**config.mk**
```make
export PLATFORM = sky130hd
export DESIGN_NAME = adcr_top
export DESIGN_NICKNAME = d
export VERILOG_FILES = /design/src/adcr_pkg.sv /design/src/adcr_clkdiv.sv /design/src/adcr_top.sv
export SDC_FILE = /design/constraint.sdc
export NUM_CORES = 1
export LEC_CHECK = 0
export BUFFER_PORTS_ARGS = -buffer_cell sky130_fd_sc_hd__buf_2
export CAP_MARGIN = 5
export CORE_ASPECT_RATIO = 0.8
export CORE_MARGIN = 2
export CORE_UTILIZATION = 40
export DETAILED_ROUTE_END_ITERATION = 8
export PLACE_DENSITY = 0.66
export SYNTH_ARGS = -nofsm -noshare
export SYNTH_HDL_FRONTEND = slang
export SYNTH_SLANG_ARGS = --single-unit
```
**constraint.sdc**
```tcl
create_clock -name mclk -period 2.2 [get_ports mclk]
set_input_delay 0.22 -clock mclk [delete_from_list [all_inputs] [get_ports mclk]]
set_output_delay 0.22 -clock mclk [all_outputs]
set_load 0.1 [all_outputs]
```
**src/adcr_pkg.sv**
```systemverilog
package adcr_pkg;

  // Register byte offsets on the APB bus.
  localparam int          ADDR_W      = 8;
  localparam int          DATA_W      = 32;
  localparam logic [7:0]  OFF_STATUS  = 8'h00;
  localparam logic [7:0]  OFF_RES_HI  = 8'h04;
  localparam logic [7:0]  OFF_RES_LO  = 8'h08;
  localparam logic [7:0]  OFF_CLKCFG  = 8'h0C;

  // Status and control field layout.
  localparam int          SC_DONE_BIT = 7;
  localparam int          SC_IRQ_BIT  = 6;
  localparam int          SC_CONT_BIT = 5;
  localparam int          CH_W        = 5;
  localparam logic [7:0]  SC_RESET    = 8'h1F;

  // Channel codes.
  localparam int          NUM_EXT     = 24;
  localparam logic [4:0]  CH_LAST_EXT = 5'h17;
  localparam logic [4:0]  CH_REF_HIGH = 5'h1D;
  localparam logic [4:0]  CH_REF_LOW  = 5'h1E;
  localparam logic [4:0]  CH_POWER_OFF = 5'h1F;

  // Clock configuration field layout.
  localparam int          CK_PRE_MSB  = 7;
  localparam int          CK_PRE_LSB  = 5;
  localparam int          CK_SEL_BIT  = 4;
  localparam int          CK_MODE_MSB = 3;
  localparam int          CK_MODE_LSB = 2;
  localparam logic [7:0]  CK_RESET    = 8'h04;
  localparam logic [7:0]  CK_WR_MASK  = 8'hFC;

  // Justification modes.
  localparam logic [1:0]  MODE_TRUNC  = 2'h0;
  localparam logic [1:0]  MODE_RIGHT  = 2'h1;
  localparam logic [1:0]  MODE_LEFT   = 2'h2;
  localparam logic [1:0]  MODE_LSIGN  = 2'h3;

  // Prescaler: last count of the divide-by-16 setting.
  localparam logic [3:0]  DIV16_LAST  = 4'hF;

  // Conversion length in converter clock ticks, and with one settling conversion added.
  localparam int          RES_W       = 10;
  localparam logic [5:0]  CONV_TICKS  = 6'h11;
  localparam logic [5:0]  WARM_TICKS  = 6'h22;

  typedef enum logic {
    ST_IDLE,
    ST_CONV
  } adcr_state_t;

  // Control bundle towards the analog core.
  typedef struct packed {
    logic                power_down;
    logic                converting;
    logic                ref_high_sel;
    logic                ref_low_sel;
    logic [NUM_EXT-1:0]  in_select;
  } adcr_core_ctl_t;

endpackage

```
**src/adcr_clkdiv.sv**
```systemverilog
`timescale 1ns/1ps
module adcr_clkdiv
  import adcr_pkg::*;
(
  input  wire logic        mclk,
  input  wire logic        rst_b,
  input  wire logic        src_tick,
  input  wire logic [2:0]  prescale,
  output logic             div_tick
);

  logic [3:0] cnt_reg;
  logic [3:0] last_cnt;
  logic       wrap;

  // Any code with the top bit set divides by sixteen.
  assign last_cnt = prescale[2] ? DIV16_LAST : ((4'h1 << prescale[1:0]) - 4'h1);
  assign wrap     = src_tick & (cnt_reg >= last_cnt);

  always_ff @(posedge mclk or negedge rst_b)
  begin
    if (!rst_b)
    begin
      cnt_reg  <= 4'h0;
      div_tick <= 1'b0;
    end
    else
    begin
      div_tick <= wrap;
      if (wrap)
        cnt_reg <= 4'h0;
      else if (src_tick)
        cnt_reg <= cnt_reg + 4'h1;
    end
  end

endmodule // adcr_clkdiv

```
**src/adcr_top.sv**
```systemverilog
`timescale 1ns/1ps
// Overview of operation
// - Interrupts off: done flag sets per conversion, clears on data read, reset clears.
// - Interrupts on: done flag never sets and reads back zero.
// - Interrupts on: request per conversion, dropped by data read or control write.
// - Continuous bit converts back to back; cleared, one conversion per control write.
// - Five-bit channel field; codes 0 to 23 select the external inputs.
// - Codes 11101 and 11110 convert the high and low internal references.
// - All-ones channel powers the converter down; one settling conversion afterwards.
// - Unused codes 11000 to 11100 give an undefined result.
// - Left mode: top eight bits high, bottom two bits low, rest zero.
// - Right mode: top two bits high, rest zero; bottom eight bits low.
// - Left signed mode: as left mode with result bit nine inverted.
// - Truncation: top eight bits in low register, high reads zero, no interlock.
// - Ten-bit modes: high read freezes low until low read; results meanwhile dropped.
// - Three-bit prescaler divides by 1, 2, 4, 8, or 16 with top bit set.
// - Clock select one picks bus clock, zero the oscillator; reset picks oscillator.
// - Mode bits: 00 truncate, 01 right, 10 left, 11 left signed; reset right.
// - Control writes to any channel but all-ones start a conversion of 16 to 17 converter clocks, 33 to 34 with settling.
// - Stop mode aborts any conversion and keeps the converter inactive.
module adcr_top
  import adcr_pkg::*;
(
  input  wire logic              mclk,
  input  wire logic              rst_b,
  input  wire logic              psel,
  input  wire logic              penable,
  input  wire logic              pwrite,
  input  wire logic [ADDR_W-1:0] paddr,
  input  wire logic [DATA_W-1:0] pwdata,
  output logic      [DATA_W-1:0] prdata,
  output logic                   pready,
  output logic                   pslverr,
  input  wire logic              oscillator_clock,
  input  wire logic              stop_mode,
  input  wire logic [RES_W-1:0]  core_result,
  output adcr_core_ctl_t         core_ctl,
  output logic                   conv_irq
);

  ////////////////////////////////////////////////////////////////////////////////
  // Register state.

  logic [CH_W-1:0]   channel_select_reg;
  logic              conv_irq_enable_reg;
  logic              continuous_conv_reg;
  logic              conversion_done_flag_reg;
  logic [2:0]        clock_prescale_reg;
  logic              input_clock_select_reg;
  logic [1:0]        justify_sel_reg;
  logic [7:0]        result_high_reg;
  logic [7:0]        result_low_reg;
  logic              lock_reg;

  adcr_state_t       state_reg;
  logic [5:0]        tick_cnt_reg;
  logic [5:0]        target_reg;
  logic              start_pend_reg;
  logic              warm_reg;
  logic              stop_prev_reg;

  logic [2:0]        osc_sync_reg;
  logic              osc_level_reg;

  ////////////////////////////////////////////////////////////////////////////////
  // APB decode. Every access takes one wait state so that all outputs stay registered.

  logic              acc;
  logic              do_acc;
  logic              wr;
  logic              rd;
  logic              sel_sc;
  logic              sel_hi;
  logic              sel_lo;
  logic              sel_ck;
  logic              addr_ok;
  logic              wr_sc;
  logic              wr_ck;
  logic              rd_hi;
  logic              rd_lo;
  logic              rd_data;
  logic              pready_next;

  assign acc         = psel & penable;
  assign do_acc      = acc & pready;
  assign wr          = do_acc & pwrite;
  assign rd          = do_acc & ~pwrite;
  assign sel_sc      = (paddr == OFF_STATUS);
  assign sel_hi      = (paddr == OFF_RES_HI);
  assign sel_lo      = (paddr == OFF_RES_LO);
  assign sel_ck      = (paddr == OFF_CLKCFG);
  assign addr_ok     = sel_sc | sel_hi | sel_lo | sel_ck;
  assign wr_sc       = wr & sel_sc;
  assign wr_ck       = wr & sel_ck;
  assign rd_hi       = rd & sel_hi;
  assign rd_lo       = rd & sel_lo;
  assign rd_data     = rd_hi | rd_lo;
  assign pready_next = acc & ~pready;

  ////////////////////////////////////////////////////////////////////////////////
  // Read data mux. The done flag is masked while interrupts are enabled.

  logic              flag_visible;
  logic [7:0]        sc_read;
  logic [7:0]        ck_read;
  logic [7:0]        rd_byte;

  assign flag_visible = conversion_done_flag_reg & ~conv_irq_enable_reg;
  assign sc_read = {flag_visible, conv_irq_enable_reg, continuous_conv_reg, channel_select_reg};
  assign ck_read = {clock_prescale_reg, input_clock_select_reg, justify_sel_reg, 2'h0};
  assign rd_byte = sel_sc ? sc_read :
                   sel_hi ? result_high_reg :
                   sel_lo ? result_low_reg :
                   sel_ck ? ck_read : 8'h00;

  always_ff @(posedge mclk or negedge rst_b)
  begin
    if (!rst_b)
    begin
      pready  <= 1'b0;
      pslverr <= 1'b0;
      prdata  <= 32'h0000_0000;
    end
    else
    begin
      pready  <= pready_next;
      pslverr <= pready_next & ~addr_ok;
      if (pready_next & ~pwrite)
        prdata <= {24'h00_0000, rd_byte};
    end
  end

  ////////////////////////////////////////////////////////////////////////////////
  // Control registers.

  always_ff @(posedge mclk or negedge rst_b)
  begin
    if (!rst_b)
    begin
      channel_select_reg     <= SC_RESET[CH_W-1:0];
      conv_irq_enable_reg    <= SC_RESET[SC_IRQ_BIT];
      continuous_conv_reg    <= SC_RESET[SC_CONT_BIT];
      clock_prescale_reg     <= CK_RESET[CK_PRE_MSB:CK_PRE_LSB];
      input_clock_select_reg <= CK_RESET[CK_SEL_BIT];
      justify_sel_reg        <= CK_RESET[CK_MODE_MSB:CK_MODE_LSB];
    end
    else
    begin
      // The done flag position of the written byte is not stored.
      if (wr_sc)
      begin
        channel_select_reg  <= pwdata[CH_W-1:0];
        conv_irq_enable_reg <= pwdata[SC_IRQ_BIT];
        continuous_conv_reg <= pwdata[SC_CONT_BIT];
      end
      if (wr_ck)
      begin
        clock_prescale_reg     <= pwdata[CK_PRE_MSB:CK_PRE_LSB];
        input_clock_select_reg <= pwdata[CK_SEL_BIT];
        justify_sel_reg        <= pwdata[CK_MODE_MSB:CK_MODE_LSB];
      end
    end
  end

  ////////////////////////////////////////////////////////////////////////////////
  // Converter clock source. The oscillator arrives from another domain, so only a
  // level on which the second and third stages agree counts as a rising edge.

  logic              osc_agree;
  logic              osc_rise;
  logic              src_tick;
  logic              div_tick;

  assign osc_agree = (osc_sync_reg[1] == osc_sync_reg[2]);
  assign osc_rise  = osc_agree & osc_sync_reg[2] & ~osc_level_reg;
  assign src_tick  = input_clock_select_reg ? 1'b1 : osc_rise;

  always_ff @(posedge mclk or negedge rst_b)
  begin
    if (!rst_b)
    begin
      osc_sync_reg  <= 3'h0;
      osc_level_reg <= 1'b0;
    end
    else
    begin
      osc_sync_reg <= {osc_sync_reg[1:0], oscillator_clock};
      if (osc_agree)
        osc_level_reg <= osc_sync_reg[2];
    end
  end

  adcr_clkdiv u_clkdiv (
    .mclk     (mclk),
    .rst_b    (rst_b),
    .src_tick (src_tick),
    .prescale (clock_prescale_reg),
    .div_tick (div_tick)
  );

  ////////////////////////////////////////////////////////////////////////////////
  // Conversion sequencer. The divider runs free, so the partial first tick makes a
  // conversion of seventeen ticks last between sixteen and seventeen clock periods.

  logic              pwr_off;
  logic              stop_exit;
  logic              go;
  logic              complete;

  assign pwr_off   = (channel_select_reg == CH_POWER_OFF);
  assign stop_exit = stop_prev_reg & ~stop_mode;
  assign go        = start_pend_reg & ~pwr_off & ~stop_mode & ~wr_sc;
  assign complete  = (state_reg == ST_CONV) & div_tick & ~wr_sc & ~stop_mode
                   & (tick_cnt_reg == (target_reg - 6'h01));

  always_ff @(posedge mclk or negedge rst_b)
  begin
    if (!rst_b)
    begin
      state_reg      <= ST_IDLE;
      tick_cnt_reg   <= 6'h00;
      target_reg     <= CONV_TICKS;
      start_pend_reg <= 1'b0;
      warm_reg       <= 1'b1;
      stop_prev_reg  <= 1'b0;
    end
    else
    begin
      stop_prev_reg <= stop_mode;
      if (pwr_off | stop_mode)
        warm_reg <= 1'b1;
      else if (go)
        warm_reg <= 1'b0;
      if (wr_sc)
      begin
        // Abandon whatever is running and start again on the new channel.
        state_reg      <= ST_IDLE;
        tick_cnt_reg   <= 6'h00;
        start_pend_reg <= 1'b1;
      end
      else if (stop_mode)
      begin
        state_reg    <= ST_IDLE;
        tick_cnt_reg <= 6'h00;
      end
      else if (stop_exit & continuous_conv_reg)
        start_pend_reg <= 1'b1;
      else
      begin
        case (state_reg)
          ST_IDLE:
          begin
            if (go)
            begin
              state_reg      <= ST_CONV;
              start_pend_reg <= 1'b0;
              tick_cnt_reg   <= 6'h00;
              target_reg     <= warm_reg ? WARM_TICKS : CONV_TICKS;
            end
            else if (pwr_off)
              start_pend_reg <= 1'b0;
          end
          ST_CONV:
          begin
            if (complete)
            begin
              tick_cnt_reg <= 6'h00;
              target_reg   <= CONV_TICKS;
              if (!continuous_conv_reg)
                state_reg <= ST_IDLE;
            end
            else if (div_tick)
              tick_cnt_reg <= tick_cnt_reg + 6'h01;
          end
          default:
            state_reg <= ST_IDLE;
        endcase
      end
    end
  end

  ////////////////////////////////////////////////////////////////////////////////
  // Result formatting and the high/low read interlock.

  logic              ten_bit;
  logic              store;
  logic [7:0]        hi_fmt;
  logic [7:0]        lo_fmt;
  logic [7:0]        left_hi;

  // Codes 11000 to 11100 drive no input, so whatever the core returns is stored as is.
  assign ten_bit = (justify_sel_reg != MODE_TRUNC);
  assign store   = complete & ~(ten_bit & (lock_reg | rd_hi));
  assign left_hi = core_result[RES_W-1:2];
  assign hi_fmt  = (justify_sel_reg == MODE_TRUNC) ? 8'h00 :
                   (justify_sel_reg == MODE_RIGHT) ? {6'h00, core_result[9:8]} :
                   (justify_sel_reg == MODE_LEFT)  ? left_hi :
                   {~left_hi[7], left_hi[6:0]};
  assign lo_fmt  = (justify_sel_reg == MODE_TRUNC) ? core_result[RES_W-1:2] :
                   (justify_sel_reg == MODE_RIGHT) ? core_result[7:0] :
                   {core_result[1:0], 6'h00};

  always_ff @(posedge mclk or negedge rst_b)
  begin
    if (!rst_b)
    begin
      result_high_reg <= 8'h00;
      result_low_reg  <= 8'h00;
      lock_reg        <= 1'b0;
    end
    else
    begin
      if (store)
      begin
        result_high_reg <= hi_fmt;
        result_low_reg  <= lo_fmt;
      end
      if (rd_lo | ~ten_bit)
        lock_reg <= 1'b0;
      else if (rd_hi)
        lock_reg <= 1'b1;
    end
  end

  ////////////////////////////////////////////////////////////////////////////////
  // Completion flag and interrupt request. A completion in the same cycle as the
  // clearing data read wins, so no event is lost.

  logic              flag_next;
  logic              irq_next;

  assign flag_next = (complete & ~conv_irq_enable_reg) ? 1'b1 :
                     rd_data ? 1'b0 : conversion_done_flag_reg;
  assign irq_next  = ((complete & conv_irq_enable_reg) ? 1'b1 :
                      (rd_data | wr_sc) ? 1'b0 : conv_irq)
                   & (wr_sc ? pwdata[SC_IRQ_BIT] : conv_irq_enable_reg);

  always_ff @(posedge mclk or negedge rst_b)
  begin
    if (!rst_b)
    begin
      conversion_done_flag_reg <= 1'b0;
      conv_irq                 <= 1'b0;
    end
    else
    begin
      conversion_done_flag_reg <= flag_next;
      conv_irq                 <= irq_next;
    end
  end

  ////////////////////////////////////////////////////////////////////////////////
  // Analog multiplexer and power control.

  logic [NUM_EXT-1:0] ext_sel;
  adcr_core_ctl_t     ctl_next;

  genvar gi;
  generate
    for (gi = 0; gi < NUM_EXT; gi = gi + 1)
    begin : g_ext
      assign ext_sel[gi] = (channel_select_reg == CH_W'(gi));
    end
  endgenerate

  assign ctl_next.power_down   = pwr_off | stop_mode;
  assign ctl_next.converting   = (state_reg == ST_CONV) & ~stop_mode;
  assign ctl_next.ref_high_sel = (channel_select_reg == CH_REF_HIGH);
  assign ctl_next.ref_low_sel  = (channel_select_reg == CH_REF_LOW);
  assign ctl_next.in_select    = ext_sel & {NUM_EXT{~stop_mode}};

  always_ff @(posedge mclk or negedge rst_b)
  begin
    if (!rst_b)
      core_ctl <= '0;
    else
      core_ctl <= ctl_next;
  end

endmodule // adcr_top

```
==> out/metrics.yaml <==
clk_latency_ps: 340
postSynthCellCount: 418
final_common_cell: "dfrtp_1"
hpwlAfterDp_mm: 6.881
cts_buffers: 9
clk_pin_slew_ps: 70
grt_max_degree: 52
design.core.area_sq_um: 10810
ys_seq_area_share_pct: 51.81
final_core_util_pct: 50.37
dpl_worst_slack_ps: -158.7
max-slew-margin-rel_pct: 50.75
final_area_sq_um: 5443
drtPass1Iterations: 4
holdWs_ps: 85.85
hold_viol: 0
cts.path.max_buffers: 2
antenna_left: 0
synth-edff-count: 0
dr_total_vias: 3256
num_rows: 34
outcome: "complete, but fails checks"
synth_area_per_cell_sq_um: 10.56
ff2ff_path_depth: 8
tightest_slew_ps: 738.8
required_ps: 2420
worst_setup_path_start_kind: "register"
ys_types: 54
period_share_pct: 101.5
cts_sinks: 91
crit_chain: "inv_2 -> ha_4 -> or3_1 -> a211oi_2 -> nand2_2 -> nand4b_4 -> buf_12 -> mux2_2"
start_util_pct: 40.85
drive_gt1_share_pct: 32.00
grt_pass1_wl_mm: 15.31
violations: "negative setup slack"
power_density_nw_per_um2: 698.9
drc: 0
cp_top_family: "simple AND/OR/NAND/NOR gates"
hold_depth: 3
area_delta_synth_final_pct: 23.30
worst-path-buf-inv: 2
fin_crit_ps: 2233
gp_congestion: 0.7866
routedWlPerCell_microns: 13.91
tns_ps: -199.4
grt.total_usage_pct: 16.22
ys.flop_type: "dfrtp_1"
end_kind: "register"
wl_mm: 9.303
leakage_nw: 2.774
fin_nets: 587
crit_arrival_ps: 2450
cts_tree: "built"
die_area_sq_um: 11900
yosys_warnings: 0
pin_count: 120
ys_seq_elements: 91
max_freq_mhz: 447.9
cpPeakStageDelay_ps: 540
placed_area_sq_um: 5037
synth_area_sq_um: 4414
first_global_vias: 3103
drv_slew: 0
drtIter0Drc: 195
maxCapViolCount: 0
path_max_fanout: 15
mostFrequentLayoutCells: "dfrtp_1, buf_2, nand2_1"
post-place-cells: 647
cp_num_cells: 8
min_path_type: "primary input to register"
async_reset_ff_share_pct: 100.0
final_cells: 669
die_height_microns: 97.96
top_register: "core_ctl"
finalPower_mw: 3.804
root_buffer: "clkbuf_16"
largest_reg_flops: 28
antenna_found_initial: 1
n_antenna_cell: 0
die_x_microns: 121.5
setup_ws_ps: -32.71
ir_drop_mv: 0.3634
vias_per_cell: 4.867
rsz0062_at_grt: "true"
cts_max_level: 3
critPathSlowestCell: "dfstp_2"
finalClockSkew_ps: 7.016
setup_violations: 12
grt_remaining_overflow: 0
io_buffers: 71
path_class: "register to register"
-- power by group --
part           leakage, nW  switching [mW]  internal (mW)
combinational         1.45           0.388          0.139
clock                0.149           0.717          0.808
sequential            1.17          0.0390           1.71
-- metal layers --
| metal | share of wire [%] | wire (microns) | up-vias | track usage, % |
|---|---|---|---|---|
| met3 | 5.4 | 506 | 16 | 3.738 |
| met1 | 47 | 4391 | 1562 | 22.68 |
| met2 | 46 | 4247 | 84 | 24.98 |
| li1 | - | - | 1592 | - |
| met4 | 1.6 | 150 | 2 | 5.482 |
| met5 | 0.075 | 7 | - | 0 |
-- area by class of cell --
class	instances	area, sq um
multi-input cells	288	1928
inverters	23	86.33
clock buffers	9	225.2
repair buffers	107	658.1
fillers	984	5363
flip-flops and latches	91	2288
well taps	144	180.2
clock inverters	7	76.32
-- synthesized netlist by cell type, drive strengths merged, types with 2 or more instances --
cell type  number  area [sq um]
nand2          54         202.7
nor2b           8         50.05
dfrtp          83          2077
nor3            4         20.02
or2             3         18.77
mux2           16         180.2
buf            30         214.0
nand2b          6         37.54
o21ai          22         113.9
clkbuf          9         33.78
mux2i          18         180.2
inv            23         86.33
nor2           45         168.9
a211oi          3         22.52
o221ai          2         17.52
a22o            2         17.52
mux4            5         112.6
dfstp           8         210.2
ha             10         125.1
o211ai          2         15.01
a21o            5         37.54
or3             4         25.02
nor4            5         52.55
a21oi           9         45.04
nand3          11         55.05
xnor2           4         35.03
nand3b          6         45.04
-- worst reg2reg max path, delay by kind of cell, from the launching register on --
kind                       cells  cell delay (ps)
buffers and inverters          2              230
and+or+nand+nor                3              650
adders and majority gates      1              150
DFF                            1              540
muxes                          1              280
AOI/OAI and AO/OA              1              260
-- final timing paths --
| kind | slack [ps] | end | start |
|---|---|---|---|
| hold / removal | 90 | channel_select_reg[1] | pwdata[1] |
| max in group asynchronous | 1080 | target_reg[4] | rst_b |
| setup reg to reg | -30 | result_low_reg[7] | target_reg[4] |
| setup / recovery | -30 | result_low_reg[7] | target_reg[4] |
| min in group asynchronous | 390 | core_ctl[1] | rst_b |
| hold reg to reg | 350 | osc_sync_reg[1] | osc_sync_reg[0] |
-- cell families (layout without fill, tap and decap cells) --
kind of cell | after synthesis | in the layout | synth area share [%]
xor gates and xnor gates | 5 | 5 | 0.9920
AOI/OAI and AO/OA | 55 | 55 | 8.277
buffers and inverters | 62 | 146 | 7.568
muxes | 39 | 39 | 10.71
adders and majority gates | 10 | 10 | 2.834
DFF | 91 | 91 | 51.81
other | 1 | 24 | 0.08495
and+or+nand+nor | 155 | 155 | 17.72
-- timing repair --
action / in CTS / in global routing
pin swaps: 2 / 4
endpoints found under the setup margin: 22 / 20
setup buffers: 3 / 1
endpoints found under the hold margin: 38 / 0
hold buffers: 2 / 0
gates resized for setup: 5 / 2
Note: power is estimated with default switching activity, not from simulation.
